`config.mk`:
```
export PLATFORM = sky130hd
export DESIGN_NAME = rsgc_seq
export DESIGN_NICKNAME = d
export VERILOG_FILES = /design/src/logic/rsgc_pkg.sv /design/src/logic/rsgc_pad_decode.sv /design/src/logic/rsgc_seq.sv
export SDC_FILE = /design/constraint.sdc
export NUM_CORES = 1
export LEC_CHECK = 0
export ABC_AREA = 1
export BUFFER_PORTS_ARGS = -buffer_cell sky130_fd_sc_hd__buf_2
export CORE_UTILIZATION = 44
export CTS_CLUSTER_SIZE = 8
export DETAILED_ROUTE_END_ITERATION = 8
export HOLD_SLACK_MARGIN = 0.06
export PLACE_DENSITY = 0.7
export SLEW_MARGIN = 20
export SYNTH_ARGS = -nofsm -noshare
export SYNTH_HDL_FRONTEND = slang
export SYNTH_HIERARCHICAL = 1
export SYNTH_SLANG_ARGS = --single-unit
```
`constraint.sdc`:
```
create_clock -name mclk -period 2.9 [get_ports mclk]
set_input_delay 0.145 -clock mclk [delete_from_list [all_inputs] [get_ports mclk]]
set_output_delay 0.145 -clock mclk [all_outputs]
set_load 0.02 [all_outputs]
```
`src/logic/rsgc_pkg.sv`:
```
// Package of constants and carrier types for the reset and sleep sequencer
package rsgc_pkg;

  // Clock rate
  localparam int CLK_PERIOD_NS = 10;
  localparam int NUM_PADS = 19;

  // Retention entry after a reset request, in ns (typ and max)
  localparam int RST_RET_TYP_NS = 292;
  localparam int RST_RET_MAX_NS = 376;
  localparam int RST_RET_CYC = RST_RET_TYP_NS / CLK_PERIOD_NS;

  // Retention entry after a sleep request, in ns (typ and max)
  localparam int SLP_RET_TYP_NS = 40;
  localparam int SLP_RET_MAX_NS = 157;
  localparam int SLP_RET_CYC = SLP_RET_TYP_NS / CLK_PERIOD_NS;

  // Exit from reset and from sleep, in ns (typ and max)
  localparam int RST_EXIT_TYP_NS = 215_500;
  localparam int RST_EXIT_MAX_NS = 310_000;
  localparam int RST_EXIT_CYC = RST_EXIT_TYP_NS / CLK_PERIOD_NS;
  localparam int SLP_EXIT_TYP_NS = 149_000;
  localparam int SLP_EXIT_MAX_NS = 225_000;
  localparam int SLP_EXIT_CYC = SLP_EXIT_TYP_NS / CLK_PERIOD_NS;

  // Least low time the far side must keep on either pin, in ns
  localparam int PIN_LOW_MIN_NS = 500_000;

  // User clock stop limit, in ns, and cycles
  localparam int CLK_STOP_MAX_NS = 5_000;
  localparam int CLK_STOP_CYC = CLK_STOP_MAX_NS / CLK_PERIOD_NS;

  // Oscillator settling time, in ns (plain default)
  localparam int OSC_SETTLE_NS = 1_000;
  localparam int OSC_SETTLE_CYC = OSC_SETTLE_NS / CLK_PERIOD_NS;

  // Slow clock periods that entry also waits out, up to the clock stop limit
  localparam int SLOW_CLK_PERIODS = 2;

  // Counter width
  localparam int CNT_W = 16;

  // Output buffer encodings {double_drive_select, open_drain_select}
  localparam logic [1:0] BUF_1X_PP = 2'h0;
  localparam logic [1:0] BUF_1X_OD = 2'h1;
  localparam logic [1:0] BUF_2X_PP = 2'h2;
  localparam logic [1:0] BUF_2X_OD = 2'h3;

  // Static per-pin configuration
  typedef struct packed {
    logic double_drive_select;
    logic open_drain_select;
    logic weak_pullup_select;
    logic strong_pullup_select;
  } rsgc_pin_cfg_t;

  // Resolved pad controls
  typedef struct packed {
    logic drive_2x;
    logic open_drain;
    logic pullup_1x;
    logic pullup_2x;
  } rsgc_pad_ctl_t;

  typedef enum logic [2:0] {
    ST_OFF, ST_FUNC, ST_STOP, ST_RET, ST_EXIT
  } rsgc_state_t;

endpackage : rsgc_pkg

```
`src/logic/rsgc_pad_decode.sv`:
```
// Decoder of static pad buffer and pull-up configuration
`timescale 1ns/1ns
module rsgc_pad_decode (
  input wire logic mclk,
  input wire logic reset_n,
  input wire logic cfg_load,
  input rsgc_pkg::rsgc_pin_cfg_t cfg_in,
  output rsgc_pkg::rsgc_pad_ctl_t ctl_r
);

  logic loaded_r;

  // Buffer type decode
  function automatic rsgc_pkg::rsgc_pad_ctl_t decode(
    input rsgc_pkg::rsgc_pin_cfg_t c);
    rsgc_pkg::rsgc_pad_ctl_t d;
    d.drive_2x = (({c.double_drive_select, c.open_drain_select} ==
      rsgc_pkg::BUF_2X_PP) || ({c.double_drive_select,
      c.open_drain_select} == rsgc_pkg::BUF_2X_OD));
    d.open_drain = (({c.double_drive_select, c.open_drain_select} ==
      rsgc_pkg::BUF_1X_OD) || ({c.double_drive_select,
      c.open_drain_select} == rsgc_pkg::BUF_2X_OD));
    d.pullup_1x = c.weak_pullup_select & ~c.strong_pullup_select;
    d.pullup_2x = c.weak_pullup_select & c.strong_pullup_select;
    return d;
  endfunction : decode

  // Capture the first load after reset, then freeze
  always_ff @(posedge mclk) begin
    if (!reset_n) begin
      ctl_r <= '0;
      loaded_r <= 1'b0;
    end else if (cfg_load && !loaded_r) begin
      ctl_r <= decode(cfg_in);
      loaded_r <= 1'b1;
    end
  end
endmodule : rsgc_pad_decode

```
`src/logic/rsgc_seq.sv`:
```
// Reset and sleep sequencer with pad retention and user clock gating
`timescale 1ns/1ns
module rsgc_seq (
  input wire logic mclk,
  input wire logic reset_n,
  input wire logic chip_reset_pin_low,
  input wire logic sleep_pin_low,
  input wire logic fabric_reset_req,
  input wire logic fabric_sleep_req,
  input wire logic oscillator_on,
  input wire logic slow_clk_tick,
  input wire logic slow_clk_used,
  input wire logic cfg_load,
  input rsgc_pkg::rsgc_pin_cfg_t pin_cfg [rsgc_pkg::NUM_PADS],
  input wire logic [rsgc_pkg::NUM_PADS-1:0] user_out,
  input wire logic [rsgc_pkg::NUM_PADS-1:0] user_oe_n,
  output logic [rsgc_pkg::NUM_PADS-1:0] output_pads_r,
  output logic [rsgc_pkg::NUM_PADS-1:0] output_pads_oe_n_r,
  output rsgc_pkg::rsgc_pad_ctl_t pad_ctl_r [rsgc_pkg::NUM_PADS],
  output logic retention_r,
  output logic user_clk_en_r,
  output logic config_start_r,
  output logic functional_r
);

  rsgc_pkg::rsgc_state_t state_r;
  logic [rsgc_pkg::CNT_W-1:0] cnt_r;
  logic [1:0] slow_cnt_r;
  logic is_reset_r;
  logic rst_pin_d_r;
  logic slp_pin_d_r;
  logic rst_req;
  logic slp_req;
  logic [rsgc_pkg::CNT_W-1:0] entry_cyc;

  ////////////////////////////////////////////////////////////////////////
  // Request detection

  // Falling pins or fabric requests start entry
  assign rst_req = (!chip_reset_pin_low && rst_pin_d_r)
                   || fabric_reset_req;
  assign slp_req = (!sleep_pin_low && slp_pin_d_r)
                   || fabric_sleep_req;

  // Pin history
  always_ff @(posedge mclk) begin
    if (!reset_n) begin
      rst_pin_d_r <= 1'b1;
      slp_pin_d_r <= 1'b1;
    end else begin
      rst_pin_d_r <= chip_reset_pin_low;
      slp_pin_d_r <= sleep_pin_low;
    end
  end

  // Entry delay picked by request kind and oscillator state
  always_comb begin
    entry_cyc = is_reset_r ? rsgc_pkg::CNT_W'(rsgc_pkg::RST_RET_CYC)
                           : rsgc_pkg::CNT_W'(rsgc_pkg::SLP_RET_CYC);
    if (!oscillator_on) begin
      entry_cyc = entry_cyc
                  + rsgc_pkg::CNT_W'(rsgc_pkg::OSC_SETTLE_CYC);
    end
  end

  ////////////////////////////////////////////////////////////////////////
  // Sequencer

  // State walk: off, exit, functional, clock stop, retention, exit
  always_ff @(posedge mclk) begin
    if (!reset_n) begin
      state_r <= rsgc_pkg::ST_OFF;
      cnt_r <= '0;
      slow_cnt_r <= '0;
      is_reset_r <= 1'b0;
    end else begin
      case (state_r)
        rsgc_pkg::ST_OFF: begin
          cnt_r <= '0;
          if (chip_reset_pin_low) begin
            state_r <= rsgc_pkg::ST_EXIT;
            is_reset_r <= 1'b1;
          end
        end
        rsgc_pkg::ST_FUNC: begin
          cnt_r <= '0;
          slow_cnt_r <= '0;
          if (rst_req || slp_req) begin
            state_r <= rsgc_pkg::ST_STOP;
            is_reset_r <= rst_req;
          end
        end
        rsgc_pkg::ST_STOP: begin
          cnt_r <= cnt_r + 1'b1;
          if (slow_clk_used && slow_clk_tick && slow_cnt_r != 2'h2) begin
            slow_cnt_r <= slow_cnt_r + 1'b1;
          end
          if (cnt_r + 1'b1 >= entry_cyc
              && (!slow_clk_used
                  || slow_cnt_r >= 2'(rsgc_pkg::SLOW_CLK_PERIODS)
                  || cnt_r + 1'b1
                     >= rsgc_pkg::CNT_W'(rsgc_pkg::CLK_STOP_CYC))) begin
            state_r <= rsgc_pkg::ST_RET;
            cnt_r <= '0;
          end
        end
        rsgc_pkg::ST_RET: begin
          cnt_r <= '0;
          if (is_reset_r && chip_reset_pin_low) begin
            state_r <= rsgc_pkg::ST_EXIT;
          end else if (!is_reset_r && sleep_pin_low
                       && !fabric_sleep_req) begin
            state_r <= rsgc_pkg::ST_EXIT;
          end
        end
        rsgc_pkg::ST_EXIT: begin
          cnt_r <= cnt_r + 1'b1;
          if (is_reset_r && !chip_reset_pin_low) begin
            state_r <= rsgc_pkg::ST_RET;
            cnt_r <= '0;
          end else if (!is_reset_r && !sleep_pin_low) begin
            state_r <= rsgc_pkg::ST_RET;
            cnt_r <= '0;
          end else if (cnt_r + 1'b1 >= (is_reset_r
                ? rsgc_pkg::CNT_W'(rsgc_pkg::RST_EXIT_CYC)
                : rsgc_pkg::CNT_W'(rsgc_pkg::SLP_EXIT_CYC))) begin
            state_r <= rsgc_pkg::ST_FUNC;
            cnt_r <= '0;
          end
        end
        default: state_r <= rsgc_pkg::ST_OFF;
      endcase
    end
  end

  // Status outputs
  always_ff @(posedge mclk) begin
    if (!reset_n) begin
      retention_r <= 1'b1;
      user_clk_en_r <= 1'b0;
      config_start_r <= 1'b0;
      functional_r <= 1'b0;
    end else begin
      retention_r <= (state_r != rsgc_pkg::ST_FUNC);
      user_clk_en_r <= (state_r == rsgc_pkg::ST_FUNC)
                       && !rst_req && !slp_req;
      config_start_r <= (state_r == rsgc_pkg::ST_EXIT) && is_reset_r
        && cnt_r + 1'b1 >= rsgc_pkg::CNT_W'(rsgc_pkg::RST_EXIT_CYC)
        && chip_reset_pin_low;
      functional_r <= (state_r == rsgc_pkg::ST_FUNC);
    end
  end

  ////////////////////////////////////////////////////////////////////////
  // Pads

  // Per-pad freeze, high impedance before first power-on exit
  always_ff @(posedge mclk) begin
    if (!reset_n) begin
      output_pads_r <= '0;
      output_pads_oe_n_r <= '1;
    end else if (state_r == rsgc_pkg::ST_FUNC) begin
      output_pads_r <= user_out;
      output_pads_oe_n_r <= user_oe_n;
    end else if (state_r == rsgc_pkg::ST_OFF) begin
      output_pads_oe_n_r <= '1;
    end
  end

  // Static configuration decoders
  genvar gi;
  generate
    for (gi = 0; gi < rsgc_pkg::NUM_PADS; gi++) begin : g_pad
      rsgc_pad_decode u_dec (
        .mclk(mclk),
        .reset_n(reset_n),
        .cfg_load(cfg_load),
        .cfg_in(pin_cfg[gi]),
        .ctl_r(pad_ctl_r[gi])
      );
    end
  endgenerate

  // Cycles spent in a sleep exit, kept apart from the sequencer count
  logic [rsgc_pkg::CNT_W-1:0] slp_exit_cnt_r;

  always_ff @(posedge mclk) begin
    if (!reset_n) begin
      slp_exit_cnt_r <= '0;
    end else if (state_r == rsgc_pkg::ST_EXIT && !is_reset_r) begin
      slp_exit_cnt_r <= slp_exit_cnt_r + 1'b1;
    end else begin
      slp_exit_cnt_r <= '0;
    end
  end
endmodule : rsgc_seq

```
==> results.txt <==
The cell count after synthesis came out at 1119. For the aggregate global-route resource usage, the log shows 23.5%. Final count of hold timing violations: 0. The most numerous cell type found on the critical path is nand2_1. On the worst path, the slowest cell contributes a delay of 360 ps.

The layout has 1449 filler cells. After detailed routing, the average wire length per cell comes to 12.2 microns. 242 I/O pins were placed.

The synthesized design contains 161 register bits. The initial core utilization was 45.7%; the final weighted congestion in routability-driven placement was 0.900. After routing the design area is 11000 sq um. Yosys mapped a number of flops with a built-in enable equal to 0. Cell depth of the worst hold path: 5.

For this design, the sink count on the clock tree is 161. The remaining antenna violation count was 0; the total count of max-transition violations in the final report was 0. The run gives 0 as the number of DRC violations after detailed routing. The via-per-instance ratio came out at 4.60. In this run the worst hold path is classified as primary input to flop. STA classifies the critical path endpoint as a flop. Between clock sinks in the finished design, the worst skew comes to 11.0 ps.

In this run the worst path has a maximum fanout of 15. The sequential fraction of the synthesis area was 41.9%. At the end of the flow, the number of nets in the layout was 1639. Max-cap violations in this run came to 0. Measured against its own limit, the worst slew margin works out to 54.5%. TritonCTS built the clock tree. On the critical path, the stage with the largest delay is an instance of dfxtp_2.

Of all cell types, the one taking the most synthesized area is dfxtp_1. In this run the deepest clock path goes through 2 buffers. The origin of the worst min-delay path is fabric_reset_req.

Dividing total power by cell area gives a power density of 598 nW/um^2. The mapped netlist covers 7680 sq um. The die covers 18000 sq um. Wires add up to 21100 microns. The first global-routing pass estimated 34300 microns of wire. For this run, the detailed router's first-pass iteration total came to 5. In this run the number of H-tree levels came out at 4. After the first detailed-routing iteration, the DRC count stood at 304. The tools report the maximum clock frequency as 381 MHz. The startpoint of the most critical register-to-register path was cnt_r[1].

STA puts the critical path data required time at 3250 ps. The setup path with the least slack is of type flop to flop. At the later pin of the worst-skew pair, clock insertion delay measures 430 ps. The pin count of the biggest net entering global routing is 51. TritonCTS created 17 clock buffers. The worst path uses 90.5% of the clock period. The final global-route overflow total was 0. For this run, asynchronously set or reset flops after synthesis account for 0%.

The netlist uses 33 different library cells. In the synthesized netlist the dominant register cell turns out to be dfxtp_1. For the number of antenna violations at the first check in global routing, the log shows 0.

Counting instances in the post-synthesis netlist gives the leading cell types as nand2_1 (243), nor2_1 (207), dfxtp_1 (161), inv_1 (130), inv_2 (80). The standard cell core area came out at 16800 sq um. The die outline width came out at 134 microns.

Endpoint arrival time on the critical path: 2970 ps. The logs give 9190 sq um for the cell area reported after detailed placement and 13700 microns for the post-detailed-placement half-perimeter wirelength. Die boundary height: 134 microns. Setup repair after global routing left no endpoint under its margin. Traced cell by cell, the critical path runs through ha_2 > nand2_1 > nor2_2 > nand3_1 > nand2_1 > nand2_2 > inv_1 > ha_1 > nand2_1 > inv_1 > a21boi_1 > and2_0 > nand3_1 > nand2_1 > nand2_1 > nand2_1 > nand2_4 > nand2_8 > nand2_1 > a21oi_1. The buffer cell driving the clock tree root was clkbuf_16. For the worst flop-to-flop path, the logic depth is 20.

Of the cells placed in the final design, the portion with a size suffix greater than 1 is 31.1%. For flop-to-flop paths, the worst setup slack is 280 ps. The tools report the destination of the worst hold path as is_reset_r. The tools report the type of element launching the critical path as a flop.

Of the post-synthesis cell area, the dominant cell type holds 41.9%. The tools report the leakage power total as 5.75 nW. Across all layers, the routed design uses 7945 vias. Subtracting the final worst setup slack from the clock period gives 2620 ps. The via count of the first global-routing pass is 7695, and the number of buffers added on ports is 241. Averaged over all synthesized cells, the footprint is 6.87 sq um. The number of nets in the synthesized netlist is 1264. The endpoint identified for the worst register-to-register timing path is cnt_r[2]. Clock-pin slew was measured on the worst setup and hold paths at 70 ps.

The most common cell in the synthesized netlist is nand2_1. The floorplan has 47 rows. The run finished with clean final reports.

Setup violations remaining at the end of the flow were counted as 0. For the pin with the worst max-slew slack, the measured transition is 681 ps. The area growth from synthesis to layout was 43.4%; the peak ir drop on the vdd network was 0.414 mV.

After routing, the total negative slack on setup checks comes to 0 ps. By area the synthesized netlist is led by dfxtp_1 (42%), nand2_1 (12%), nor2_1 (10%), inv_1 (6.4%), nor2_2 (5.1%). The Yosys step of the flow raised 6 warnings.
-- flip-flops by register name (all words and copies together), names as in the netlist --
name,flops
g_pad.u_dec/ctl_r,76
g_pad.u_dec/loaded_r,19
output_pads_oe_n_r,19
output_pads_r,19
cnt_r,16
state_r,3
slow_cnt_r,2
config_start_r,1
functional_r,1
is_reset_r,1
retention_r,1
rst_pin_d_r,1
slp_pin_d_r,1
user_clk_en_r,1
-- through the flow --
step	utilization [%]	power (W)	setup slack, ps	instances	hold WS, ps
2_1_floorplan	-	0.00373	302	1119	242
3_3_place_gp	54.6	0.00428	227	1574	366
3_5_place_dp	54.6	0.00431	147	1574	371
4_1_cts	65.0	0.00660	90.0	1725	77.0
5_1_grt	65.5	0.00695	7.63	1727	110
6_report	65.5	0.00659	276	1728	79.6
-- where the power goes --
group / switching [W] / internal [W] / total [W]
sequential: 0.000146 / 0.00246 / 0.00261
clock: 0.00100 / 0.00115 / 0.00215
combinational: 0.00114 / 0.000692 / 0.00183
total: 0.00229 / 0.00430 / 0.00659
-- layout make-up --
class / count / area (sq um) / area share (%)
sequential: 161 / 3230 / 29.3
multi-input combinational: 732 / 3660 / 33.2
antenna: 1 / 2.50 / 0.0227
inverter: 210 / 788 / 7.16
tap: 220 / 275 / 2.50
clock inverter: 13 / 115 / 1.04
clock buffer: 19 / 443 / 4.02
timing repair buffer: 372 / 2500 / 22.7
-- routing by layer --
| metal | wire, microns | track usage (%) |
|---|---|---|
| met3 | 1030 | 5.71 |
| met5 | 0 | 0 |
| met4 | 751 | 10.7 |
| met1 | 8750 | 25.9 |
| met2 | 10600 | 42.5 |
-- critical path: cells and delay by family (launching register included) --
kind / cells / cell delay [ps]
flip-flops: 1 / 360
AO/OA/AOI/OAI: 2 / 300
AND/OR/NAND/NOR: 14 / 1310
adder cells (fa/ha/maj): 2 / 430
buffers and inverters: 2 / 150
-- cells in the final DEF, fill, tap and decap left out, types with 2 or more instances in the layout --
cell	n
clkinvlp_4	3
inv_1	130
o32a_1	19
nand3_1	49
a31oi_1	2
dfxtp_1	154
buf_2	239
nor2_2	61
nand2_4	2
xor2_1	3
o21ai_1	2
o21a_1	19
clkbuf_16	17
buf_4	13
dfxtp_2	7
xor2_2	2
inv_2	80
nand3b_1	4
nand4_1	4
nor2_1	206
o21bai_1	2
inv_8	2
ha_1	20
o21ai_0	23
nand2_2	25
dlygate4sd3_1	119
a211oi_1	3
nor3_1	6
inv_6	7
nand2_1	241
a21oi_1	25
nor2_4	3
-- repair_timing --
| item | 4_1_cts | 5_1_grt |
|---|---|---|
| hold buffers | 119 | 0 |
| gates resized for setup | 0 | 19 |
| hold endpoints to repair | 117 | 0 |
| endpoints found under the setup margin | 0 | 18 |
| setup buffers | 0 | 2 |
-- worst max-delay path by stage --
stage / endpoint / startpoint / cells after the start / slack (ps)
global placement: cnt_r[0] / cnt_r[1] / 20 / 230
finish: cnt_r[2] / cnt_r[1] / 20 / 280
CTS: cnt_r[13] / cnt_r[1] / 20 / 90
detailed placement: cnt_r[13] / cnt_r[1] / 20 / 150
global route: cnt_r[0] / cnt_r[2] / 21 / 8
floorplan: cnt_r[0] / cnt_r[0] / 21 / 300
-- logic make-up (layout without fill, tap and decap cells) --
family | count (synthesis) | after routing | share of synthesized area (%)
fa+ha+maj | 21 | 21 | 3.42
other cells | 0 | 1 | 0
xor+xnor | 5 | 5 | 0.765
flops | 161 | 161 | 41.9
simple gates | 608 | 608 | 34.2
compound gates | 98 | 98 | 8.55
buf+inv | 226 | 614 | 11.1
No activity file was read; power rests on OpenSTA's default activity.
